--- src/pmops_cfg.svh ---
// Register offsets, field positions, reset values and masks of the output stage
`ifndef PMOPS_CFG_SVH
`define PMOPS_CFG_SVH

`define PMOPS_CHANNELS 16
`define PMOPS_ADDR_W 12

`define PMOPS_OFS_POL_A 12'h000
`define PMOPS_OFS_POL_B 12'h004
`define PMOPS_OFS_ROUTE_A 12'h008
`define PMOPS_OFS_ROUTE_B 12'h00c
`define PMOPS_OFS_PERIPHERAL_CLOCK_SELECT 12'h010
`define PMOPS_OFS_CHANNEL_AND_CLOCK_SELECT_REG 12'h014
`define PMOPS_OFS_DUTY 12'h018
`define PMOPS_OFS_DIR1 12'h01c
`define PMOPS_OFS_DIR2 12'h020
`define PMOPS_OFS_LATCH1 12'h024
`define PMOPS_OFS_LATCH2 12'h028
`define PMOPS_OFS_MODE 12'h02c

`define PMOPS_RST_BYTE 8'h00
`define PMOPS_PERIPHERAL_CLOCK_SELECT_WMASK 8'hf7
`define PMOPS_CHANNEL_AND_CLOCK_SELECT_REG_WMASK 8'hcf
`define PMOPS_CHANNEL_AND_CLOCK_SELECT_REG_ONES 8'h20
`define PMOPS_MODE_WMASK 8'h03

`define PMOPS_CHANNEL_AND_CLOCK_SELECT_REG_CKE 7
`define PMOPS_CHANNEL_AND_CLOCK_SELECT_REG_CKS 6
`define PMOPS_PERIPHERAL_CLOCK_SELECT_CKB 2
`define PMOPS_PERIPHERAL_CLOCK_SELECT_CKA 1
`define PMOPS_MODE_EXT 0
`define PMOPS_MODE_IO_SELECT_BIT 1
`define PMOPS_PORT_HI_FIRST 12

`endif

--- src/pmops_pkg.sv ---
// Types shared by the output stage modules
package pmops_pkg;

    typedef enum logic [0:0] {
        PMOPS_APB_SETUP = 1'b0,
        PMOPS_APB_ACCESS = 1'b1
    } pmops_apb_state_type;

    typedef struct packed {
        logic polarity;
        logic route;
        logic direction;
        logic latch;
        logic port_ok;
    } pmops_chan_cfg_type;

    typedef struct packed {
        logic drive;
        logic enable;
    } pmops_pin_type;

endpackage : pmops_pkg

--- src/pmops_chan.sv ---
// One channel: waveform from the shared counter, polarity and pin selection
`timescale 1ns/1ps
`include "pmops_cfg.svh"

module pmops_chan (
    input wire logic clk,
    input wire logic rst_n,
    input wire logic ce,
    input wire logic [7:0] count,
    input wire logic [7:0] duty,
    input wire pmops_pkg::pmops_chan_cfg_type cfg,
    output pmops_pkg::pmops_pin_type pin
);

    pmops_pkg::pmops_pin_type next_pin;
    logic [3:0] slot;
    logic [3:0] pos;
    logic [3:0] upper;
    logic [3:0] lower;
    logic [3:0] rank;
    logic [4:0] sum;
    logic basic;
    logic added;
    logic level;

    always_comb begin
        slot = count[7:4];
        pos = count[3:0];
        upper = duty[7:4];
        lower = duty[3:0];
        // Basic pulse sits at the end of its slot, high for upper sixteenths
        sum = {1'b0, pos} + {1'b0, upper};
        basic = sum[4];
        // Spreading order of added pulses is the bit reverse of the slot from the end
        rank = {~slot[0], ~slot[1], ~slot[2], ~slot[3]};
        added = (pos == ~upper) && (rank < lower);
        level = (basic | added) ^ cfg.polarity;
        next_pin.drive = 1'b0;
        next_pin.enable = 1'b0;
        if (cfg.direction) begin
            if (cfg.route) begin
                next_pin.drive = level;
                next_pin.enable = 1'b1;
            end else if (cfg.port_ok) begin
                next_pin.drive = cfg.latch;
                next_pin.enable = 1'b1;
            end
        end
    end

    always_ff @(posedge clk or negedge rst_n) begin
        if (!rst_n) begin
            pin <= '0;
        end else if (ce) begin
            pin <= next_pin;
        end
    end
endmodule : pmops_chan

--- src/pmops_top.sv ---
// Modulator output stage: APB registers, count clock, sixteen channels
`timescale 1ns/1ps
`include "pmops_cfg.svh"

module pmops_top (
    input wire logic clk,
    input wire logic ce,
    input wire logic reset_n,
    input wire logic psel,
    input wire logic penable,
    input wire logic pwrite,
    input wire logic [`PMOPS_ADDR_W-1:0] paddr,
    input wire logic [31:0] pwdata,
    output logic [31:0] prdata,
    output logic pready,
    output logic pslverr,
    output logic [15:0] modulator_pins,
    output logic [15:0] modulator_pins_oe,
    output logic [15:0] address_bus_owned
);

    logic rst_meta;
    logic rst_n;

    // Asynchronous assert, release through two flops
    always_ff @(posedge clk or negedge reset_n) begin
        if (!reset_n) begin
            rst_meta <= 1'b0;
            rst_n <= 1'b0;
        end else begin
            rst_meta <= 1'b1;
            rst_n <= rst_meta;
        end
    end

    logic [7:0] polarity_select_group_a;
    logic [7:0] polarity_select_group_b;
    logic [7:0] output_route_group_a;
    logic [7:0] output_route_group_b;
    logic [7:0] peripheral_clock_select;
    logic [7:0] channel_and_clock_select_reg;
    logic [7:0] port1_direction_bits;
    logic [7:0] port2_direction_bits;
    logic [7:0] port_output_latch_1;
    logic [7:0] port_output_latch_2;
    logic [7:0] system_control_reg;
    logic [7:0] duty_value_reg [`PMOPS_CHANNELS];
    pmops_pkg::pmops_apb_state_type apb_state;

    logic [7:0] next_polarity_select_group_a;
    logic [7:0] next_polarity_select_group_b;
    logic [7:0] next_output_route_group_a;
    logic [7:0] next_output_route_group_b;
    logic [7:0] next_peripheral_clock_select;
    logic [7:0] next_channel_and_clock_select_reg;
    logic [7:0] next_port1_direction_bits;
    logic [7:0] next_port2_direction_bits;
    logic [7:0] next_port_output_latch_1;
    logic [7:0] next_port_output_latch_2;
    logic [7:0] next_system_control_reg;
    logic [7:0] next_duty_value_reg [`PMOPS_CHANNELS];
    pmops_pkg::pmops_apb_state_type next_apb_state;
    logic [31:0] next_prdata;
    logic next_pready;
    logic next_pslverr;

    logic [7:0] read_byte;
    logic addr_hit;
    logic [3:0] duty_index;

    assign duty_index = channel_and_clock_select_reg[3:0];

    always_comb begin
        read_byte = 8'h00;
        addr_hit = 1'b1;
        case (paddr)
            `PMOPS_OFS_POL_A: read_byte = polarity_select_group_a;
            `PMOPS_OFS_POL_B: read_byte = polarity_select_group_b;
            `PMOPS_OFS_ROUTE_A: read_byte = output_route_group_a;
            `PMOPS_OFS_ROUTE_B: read_byte = output_route_group_b;
            `PMOPS_OFS_PERIPHERAL_CLOCK_SELECT: read_byte = peripheral_clock_select;
            `PMOPS_OFS_CHANNEL_AND_CLOCK_SELECT_REG: read_byte = channel_and_clock_select_reg | `PMOPS_CHANNEL_AND_CLOCK_SELECT_REG_ONES;
            `PMOPS_OFS_DUTY: read_byte = duty_value_reg[duty_index];
            `PMOPS_OFS_DIR1: read_byte = port1_direction_bits;
            `PMOPS_OFS_DIR2: read_byte = port2_direction_bits;
            `PMOPS_OFS_LATCH1: read_byte = port_output_latch_1;
            `PMOPS_OFS_LATCH2: read_byte = port_output_latch_2;
            `PMOPS_OFS_MODE: read_byte = system_control_reg;
            default: addr_hit = 1'b0;
        endcase
    end

    always_comb begin
        next_polarity_select_group_a = polarity_select_group_a;
        next_polarity_select_group_b = polarity_select_group_b;
        next_output_route_group_a = output_route_group_a;
        next_output_route_group_b = output_route_group_b;
        next_peripheral_clock_select = peripheral_clock_select;
        next_channel_and_clock_select_reg = channel_and_clock_select_reg;
        next_port1_direction_bits = port1_direction_bits;
        next_port2_direction_bits = port2_direction_bits;
        next_port_output_latch_1 = port_output_latch_1;
        next_port_output_latch_2 = port_output_latch_2;
        next_system_control_reg = system_control_reg;
        next_duty_value_reg = duty_value_reg;
        next_apb_state = apb_state;
        next_prdata = prdata;
        next_pready = 1'b0;
        next_pslverr = 1'b0;
        unique case (apb_state)
            pmops_pkg::PMOPS_APB_SETUP: begin
                // Answer is prepared in setup so pready comes from a flop
                if (psel && !penable) begin
                    next_pready = 1'b1;
                    next_pslverr = !addr_hit;
                    next_prdata = {24'h000000, read_byte};
                    next_apb_state = pmops_pkg::PMOPS_APB_ACCESS;
                end
            end
            pmops_pkg::PMOPS_APB_ACCESS: begin
                next_apb_state = pmops_pkg::PMOPS_APB_SETUP;
                if (psel && penable && pwrite && addr_hit) begin
                    case (paddr)
                        `PMOPS_OFS_POL_A: next_polarity_select_group_a = pwdata[7:0];
                        `PMOPS_OFS_POL_B: next_polarity_select_group_b = pwdata[7:0];
                        `PMOPS_OFS_ROUTE_A: next_output_route_group_a = pwdata[7:0];
                        `PMOPS_OFS_ROUTE_B: next_output_route_group_b = pwdata[7:0];
                        `PMOPS_OFS_PERIPHERAL_CLOCK_SELECT: begin
                            next_peripheral_clock_select = pwdata[7:0] & `PMOPS_PERIPHERAL_CLOCK_SELECT_WMASK;
                        end
                        `PMOPS_OFS_CHANNEL_AND_CLOCK_SELECT_REG: begin
                            next_channel_and_clock_select_reg = pwdata[7:0] & `PMOPS_CHANNEL_AND_CLOCK_SELECT_REG_WMASK;
                        end
                        `PMOPS_OFS_DUTY: next_duty_value_reg[duty_index] = pwdata[7:0];
                        `PMOPS_OFS_DIR1: next_port1_direction_bits = pwdata[7:0];
                        `PMOPS_OFS_DIR2: next_port2_direction_bits = pwdata[7:0];
                        `PMOPS_OFS_LATCH1: next_port_output_latch_1 = pwdata[7:0];
                        `PMOPS_OFS_LATCH2: next_port_output_latch_2 = pwdata[7:0];
                        `PMOPS_OFS_MODE: begin
                            next_system_control_reg = pwdata[7:0] & `PMOPS_MODE_WMASK;
                        end
                        default: next_prdata = prdata;
                    endcase
                end
            end
        endcase
    end

    always_ff @(posedge clk or negedge rst_n) begin
        if (!rst_n) begin
            polarity_select_group_a <= `PMOPS_RST_BYTE;
            polarity_select_group_b <= `PMOPS_RST_BYTE;
            output_route_group_a <= `PMOPS_RST_BYTE;
            output_route_group_b <= `PMOPS_RST_BYTE;
            peripheral_clock_select <= `PMOPS_RST_BYTE;
            channel_and_clock_select_reg <= `PMOPS_RST_BYTE;
            port1_direction_bits <= `PMOPS_RST_BYTE;
            port2_direction_bits <= `PMOPS_RST_BYTE;
            port_output_latch_1 <= `PMOPS_RST_BYTE;
            port_output_latch_2 <= `PMOPS_RST_BYTE;
            system_control_reg <= `PMOPS_RST_BYTE;
            for (int i = 0; i < `PMOPS_CHANNELS; i++) begin
                duty_value_reg[i] <= `PMOPS_RST_BYTE;
            end
            apb_state <= pmops_pkg::PMOPS_APB_SETUP;
            prdata <= 32'h00000000;
            pready <= 1'b0;
            pslverr <= 1'b0;
        end else if (ce) begin
            polarity_select_group_a <= next_polarity_select_group_a;
            polarity_select_group_b <= next_polarity_select_group_b;
            output_route_group_a <= next_output_route_group_a;
            output_route_group_b <= next_output_route_group_b;
            peripheral_clock_select <= next_peripheral_clock_select;
            channel_and_clock_select_reg <= next_channel_and_clock_select_reg;
            port1_direction_bits <= next_port1_direction_bits;
            port2_direction_bits <= next_port2_direction_bits;
            port_output_latch_1 <= next_port_output_latch_1;
            port_output_latch_2 <= next_port_output_latch_2;
            system_control_reg <= next_system_control_reg;
            duty_value_reg <= next_duty_value_reg;
            apb_state <= next_apb_state;
            prdata <= next_prdata;
            pready <= next_pready;
            pslverr <= next_pslverr;
        end
    end

    // Count clock: prescaler and shared 8-bit counter
    logic [3:0] prescale;
    logic [7:0] count;
    logic [3:0] next_prescale;
    logic [7:0] next_count;
    logic [3:0] div_mask;
    logic count_clock_enable;
    logic count_clock_select;
    logic [1:0] clock_prescale;
    logic tick;

    always_comb begin
        count_clock_enable = channel_and_clock_select_reg[`PMOPS_CHANNEL_AND_CLOCK_SELECT_REG_CKE];
        count_clock_select = channel_and_clock_select_reg[`PMOPS_CHANNEL_AND_CLOCK_SELECT_REG_CKS];
        clock_prescale = {peripheral_clock_select[`PMOPS_PERIPHERAL_CLOCK_SELECT_CKB],
                          peripheral_clock_select[`PMOPS_PERIPHERAL_CLOCK_SELECT_CKA]};
        unique case (clock_prescale)
            2'h0: div_mask = 4'h1;
            2'h1: div_mask = 4'h3;
            2'h2: div_mask = 4'h7;
            2'h3: div_mask = 4'hf;
        endcase
        tick = count_clock_enable && (!count_clock_select || (prescale & div_mask) == div_mask);
        next_prescale = count_clock_enable ? prescale + 4'h1 : 4'h0;
        next_count = tick ? count + 8'h01 : count;
    end

    always_ff @(posedge clk or negedge rst_n) begin
        if (!rst_n) begin
            prescale <= 4'h0;
            count <= 8'h00;
        end else if (ce) begin
            prescale <= next_prescale;
            count <= next_count;
        end
    end

    // Channels and pin selection
    logic [15:0] polarity_all;
    logic [15:0] route_all;
    logic [15:0] direction_all;
    logic [15:0] latch_all;
    logic [15:0] port_ok_all;
    logic [15:0] next_address_bus_owned;

    assign polarity_all = {polarity_select_group_b, polarity_select_group_a};
    assign route_all = {output_route_group_b, output_route_group_a};
    assign direction_all = {port2_direction_bits, port1_direction_bits};
    assign latch_all = {port_output_latch_2, port_output_latch_1};

    generate
        for (genvar g = 0; g < `PMOPS_CHANNELS; g++) begin : gen_chan
            pmops_pkg::pmops_chan_cfg_type cfg;
            pmops_pkg::pmops_pin_type pin;
            // Extended mode leaves only the top four pins to the port, and only with the I/O select bit set
            assign port_ok_all[g] = !system_control_reg[`PMOPS_MODE_EXT]
                || (system_control_reg[`PMOPS_MODE_IO_SELECT_BIT] && g >= `PMOPS_PORT_HI_FIRST);
            assign cfg.polarity = polarity_all[g];
            assign cfg.route = route_all[g];
            assign cfg.direction = direction_all[g];
            assign cfg.latch = latch_all[g];
            assign cfg.port_ok = port_ok_all[g];
            assign next_address_bus_owned[g] = direction_all[g] && !route_all[g] && !port_ok_all[g];
            assign modulator_pins[g] = pin.drive;
            assign modulator_pins_oe[g] = pin.enable;
            pmops_chan u_chan (
                .clk(clk),
                .rst_n(rst_n),
                .ce(ce),
                .count(count),
                .duty(duty_value_reg[g]),
                .cfg(cfg),
                .pin(pin)
            );
        end
    endgenerate

    always_ff @(posedge clk or negedge rst_n) begin
        if (!rst_n) begin
            address_bus_owned <= 16'h0000;
        end else if (ce) begin
            address_bus_owned <= next_address_bus_owned;
        end
    end
endmodule : pmops_top

--- config.mk ---
export PLATFORM = sky130hd
export DESIGN_NAME = pmops_top
export DESIGN_NICKNAME = d
export VERILOG_FILES = /design/src/pmops_pkg.sv /design/src/pmops_chan.sv /design/src/pmops_top.sv
export VERILOG_INCLUDE_DIRS = /design/src
export SDC_FILE = /design/constraint.sdc
export NUM_CORES = 1
export LEC_CHECK = 0
export ABC_AREA = 1
export CORE_ASPECT_RATIO = 1.25
export CORE_UTILIZATION = 55
export DETAILED_ROUTE_END_ITERATION = 10
export DONT_BUFFER_PORTS = 1
export MAX_ROUTING_LAYER = met4
export PLACE_DENSITY = 0.7
export SETUP_SLACK_MARGIN = 0.5
export SKIP_CTS_REPAIR_TIMING = 1
export SYNTH_ARGS = -nofsm -noshare
export SYNTH_HDL_FRONTEND = slang
export SYNTH_HIERARCHICAL = 1
export SYNTH_SLANG_ARGS = --single-unit
--- constraint.sdc ---
create_clock -name clk -period 11.29 [get_ports clk]
set_input_delay 1.129 -clock clk [delete_from_list [all_inputs] [get_ports clk]]
set_output_delay 1.129 -clock clk [all_outputs]
set_load 0.01 [all_outputs]
==> results of run 1 <==
==> cell type report <==
| type | count | area (um2) |
|---|---|---|
| clock buffers | 44 | 855 |
| clock inverters | 11 | 136 |
| fillers | 2859 | 12100 |
| inverters | 286 | 1070 |
| multi-input cells | 1782 | 8540 |
| flip-flops and latches | 279 | 6990 |
| well taps | 401 | 502 |
| repair buffers | 6 | 57.6 |
==> synth_stat cells, drive strengths merged (3+ instances only) <==
cell,number,area [um2]
nor2,160,831
nand3,90,468
a21o,16,120
nand2,1227,4610
inv,282,1060
dfrtp,279,6980
nand4,52,369
a32o,3,30.0
xor2,5,43.8
o31ai,8,60.1
buf,35,257
clkbuf,41,158
o21ai,26,130
o211ai,17,128
a21oi,29,145
clkinv,4,15.0
ha,114,1430
==> power by group through the flow <==
| stage | Combinational [uW] | Sequential, uW | Clock [uW] |
|---|---|---|---|
| 2_1_floorplan | 29.5 | 1030 | 0 |
| 3_3_place_gp | 35.0 | 1020 | 0 |
| 3_5_place_dp | 35.7 | 1020 | 0 |
| 4_1_cts | 35.9 | 1000 | 1020 |
| 5_1_grt | 40.4 | 1000 | 1060 |
| 6_report | 35.1 | 1000 | 1010 |
==> how the worst max path moves through the flow <==
stage               startpoint                   end  slack, ps  cells past startpoint
floorplan                rst_n  address_bus_owned[0]       2940                      0
global placement      paddr[9]    duty_value_reg[66]       7700                     12
detailed placement   paddr[11]    duty_value_reg[68]       7610                     12
CTS                  paddr[11]    duty_value_reg[68]       8210                     12
global route          paddr[9]    duty_value_reg[71]       7980                     12
finish               paddr[11]    duty_value_reg[68]       8160                     12
==> routing by layer <==
layer  vias up  wire, um  track usage [%]
li1       7302         -                -
met5         -         0                -
met1      7176     21000             41.4
met2       534     25000             57.4
met3       138      3150             3.88
met4         0      2370             15.8
==> per-stage QoR <==
step / util, % / instances / setup slack [ps] / power (uW) / hold slack (ps)
floorplan: - / 2423 / 2940 / 1060 / 331
global route: 60.1 / 2809 / 7980 / 2100 / 228
detailed placement: 56.8 / 2754 / 7610 / 1060 / 272
finish: 60.1 / 2809 / 8160 / 2050 / 244
global placement: 56.8 / 2754 / 7700 / 1060 / 264
CTS: 60.1 / 2809 / 8210 / 2060 / 219
==> critical path, delay by kind of cell <==
family | cells | cell delay (ps)
buffers and inverters | 1 | 410
and+or+nand+nor | 11 | 2080
==> kinds of logic after synthesis <==
family          Yosys count  synth area share (%)
mux                       2                 0.133
xor+xnor                  7                 0.362
other cells               2                0.0444
compound gates          102                  3.75
flops                   279                  41.3
simple gates           1532                  37.2
fa+ha+maj               114                  8.43
buf+inv                 362                  8.80
==> results.cfg, run 1 <==
[die]
ios = 132
fp-row-count = 71
die_h_um = 198
coreArea_um2 = 30200
die_w_um = 159
die_area_um2 = 31500
initial_core_util_pct = 56.0

[finish]
area_delta_synth_final_pct = 7.28
design_area_um2 = 18100
final_common_cell = nand2_1
nets = 2549
largest_register_ffs = 128
layout-drive-gt1-share_pct = 5.52
layout_common_cells = nand2_1 (1,226), dfrtp_1 (278), inv_1 (274)
diodes = 0

[critical_path]
r2r.worst_path.cells = 10
slowest_stage = nand3_4
path_max_fanout = 30
crit_required_ps = 11800
critPathMaxStageDelay_ps = 530
r2r-start = channel_and_clock_select_reg[0]
cp-start-kind = input port
crit_top_cell = nand2_1
r2r_setup_slack_ps = 8230
r2r-end = prdata[3]
cp.arrival_ps = 3640
worst-setup-path-type = input port to flop
crit_chain = nor2_1 -> nand2_1 -> nor2_1 -> nand2_1 -> nand2_1 -> nor2_1 -> nand3_2 -> buf_4 -> nand3_4 -> nor2_2 -> nand2_1 -> nand2_1
end_kind = flop

[power]
power.ir.vdd_worst_mv = 0.118
netSwitchingFraction_pct = 22.1
internal_power_uw = 1600
pwr-share-seq_pct = 49.0
clkPwrFrac_pct = 49.3
p_leak_uw = 0.0102
power_density_nw_per_um2 = 113
p_sw_uw = 453
pwr-share-comb_pct = 1.7

[synthesis]
ys_seq_elements = 279
synth_ff_type = dfrtp_1
async_flop_share_pct = 100
yosysSeqAreaShare_pct = 41.3
syn_inst = 2400
synth_cell_types = 38
synth_edf_count = 0
netlist_area_um2 = 16900
syn_avg_cell_area_um2 = 7.05
yosys_warnings = 6

[timing]
tns_ps = 0
finClkSkew_ps = 12.4
slew_viol_final = 0
layout_min_cycle_time_ps = 3130
slew_headroom_pct = 18.7
tightestPinTransition_ps = 1220
rsz0062_at_grt = no
setup_viol = 0
final_hold_viol_count = 0
max_freq_mhz = 319
fin_crit_sh_pct = 27.8

[global_routing]
grt_max_degree = 183
gr-usage-all-layers_pct = 34.2
grt_pass1_wl_um = 80300
grt_pass1_vias = 14500
antenna_found_initial = 0
globalRoute.totalOverflow = 0

[clocking]
cts.reportedPaths.clkPinSlew_ps = 60
htreeDepth = 1
cts_sinks = 279
clockBufferDepth = 3
cts-root-buf = clkbuf_16
clk_latency_ps = 580
numCtsBuffers = 30
cts_tree = built

[routing]
drt-initial-drc-count = 1365
num_vias = 15200
route.detailed.drc = 0
ant_nets = 0
drt-wirelength-per-cell_um = 18.3
first_pass_iters = 5
routed_wl_um = 51500
routed_via_density = 5.39

[placed_design]
finalWeightedCongestion = 0.964
place_area_um2 = 17200
io_buffers = 0
hpwlAfterDp_um = 35500

[status]
status = finished clean

[run]
cap_violations = 0

[hold_path]
hold_class = input port to async pin
Note: power is estimated with default switching activity, not from simulation.
==> run 2: changes to the inputs <==
- clock period: 11.29 -> 3.1 ns (I/O delays scaled with it)
==> results.cfg, run 2 (synthesis results as in run 1) <==
[critical_path]
end_kind = flop
crit_required_ps = 3560
crit_chain = nand2_1 -> clkinvlp_4 -> nand2_1 -> nand4_1 -> nand2_1 -> nand2_1 -> o21ai_0 -> nand3_1 -> nand2_1 -> nand2_1
path_max_fanout = 12
slowest_stage = clkinvlp_4
crit_top_cell = nand2_1
worst-setup-path-type = flop to flop
cp-start-kind = flop
cp.arrival_ps = 3000
critPathMaxStageDelay_ps = 460

[finish]
layout_common_cells = nand2_1 (1,226), dfrtp_1 (278), inv_1 (273)
nets = 2587
register_area_um2 = 6990
multi_input_area_um2 = 8540
fillCellCount = 2766
area_delta_synth_final_pct = 10.1
largest_register_ffs = 128
layout-drive-gt1-share_pct = 7.32
diodes = 0
final_common_cell = nand2_1
design_area_um2 = 18600

[clocking]
clk_latency_ps = 580
clockBufferDepth = 3
cts_tree = built
cts.reportedPaths.clkPinSlew_ps = 70
htreeDepth = 1
numCtsBuffers = 30
cts_sinks = 279
cts-root-buf = clkbuf_16

[placed_design]
io_buffers = 0
finalWeightedCongestion = 0.996
place_area_um2 = 17400
hpwlAfterDp_um = 36400

[hold_path]
hold_class = input port to flop

[power]
p_total_uw = 7670
p_leak_uw = 0.0104
power.ir.vdd_worst_mv = 0.467
power_density_nw_per_um2 = 412

[timing]
setup_viol = 0
tightestPinTransition_ps = 828
finClkSkew_ps = 18.5
tns_ps = 0
final_hold_viol_count = 0
fin_crit_sh_pct = 82.0
whs_ps = 25.2
slew_viol_final = 0
rsz0062_at_grt = no
slew_headroom_pct = 44.8
layout_min_cycle_time_ps = 2540
max_freq_mhz = 394

[die]
fp-row-count = 71
coreArea_um2 = 30200
die_w_um = 159
initial_core_util_pct = 56.0
ios = 132
die_area_um2 = 31500
die_h_um = 198

[routing]
routed_via_density = 5.41
first_pass_iters = 5
drt-initial-drc-count = 1342
route.detailed.drc = 0
num_vias = 15400
drt-wirelength-per-cell_um = 18.3
routed_wl_um = 52000
ant_nets = 0

[run]
cap_violations = 0

[status]
status = finished clean

[global_routing]
grt_pass1_wl_um = 80100
antenna_found_initial = 0
grt_max_degree = 70
globalRoute.totalOverflow = 0
gr-usage-all-layers_pct = 33.9
grt_pass1_vias = 14800
[run 2: cell count changes in the layout (fill, tap and decap cells not counted), moves of 3 or more]
cell / change
clkinv_2: +6
dlygate4sd3_1: +3
buf_4: +23
clkbuf_1: -8
buf_12: +11
clkinvlp_4: +5
[run 2: metal layers]
layer	wire length, um	track usage [%]
met2	25000	56.7
met5	0	-
met3	3620	3.94
met4	3100	19.7
met1	20300	39.8
[run 2: layout make-up]
type | count | area share [%]
Clock inverter | 21 | 1.18
Tap cell | 401 | 2.69
Sequential cell | 279 | 37.5
Clock buffer | 35 | 4.35
Inverter | 286 | 5.79
Timing Repair Buffer | 43 | 2.58
Timing Repair inverter | 1 | 0.0403
Multi-Input combinational cell | 1782 | 45.9
[run 2: metrics by stage]
step,instances,worst slack [ps],util [%]
CTS,2833,661,60.9
detailed placement,2777,442,57.5
global route,2848,493,61.7
finish,2848,559,61.7
floorplan,2423,313,-
global placement,2777,505,57.5
[run 2: worst paths after layout]
path	from	to	slack (ps)	depth (start not counted)
worst max-delay path	channel_and_clock_select_reg[0]	prdata[0]	560	10
worst max register to register	channel_and_clock_select_reg[0]	prdata[0]	560	10
worst min register to register	rst_meta	rst_n	350	0
worst min-delay path	ce	prescale[1]	30	4
min in group asynchronous	rst_n	duty_value_reg[115]	430	0
max in group asynchronous	rst_n	port_output_latch_2[0]	1680	1
[run 2: critical path: cells and delay by family, from the launching register on]
family          cells  cell delay, ps
flops               1             440
compound gates      1             350
simple gates        8            1180
buf+inv             1             460
[run 2: power breakdown]
part           total [uW]  leakage (uW)  internal, uW  switching, uW
logic                 238       0.00605          48.1            190
clock network        3770      0.000507          2200           1570
registers            3660       0.00389          3640           18.7
total                7670        0.0104          5900           1780
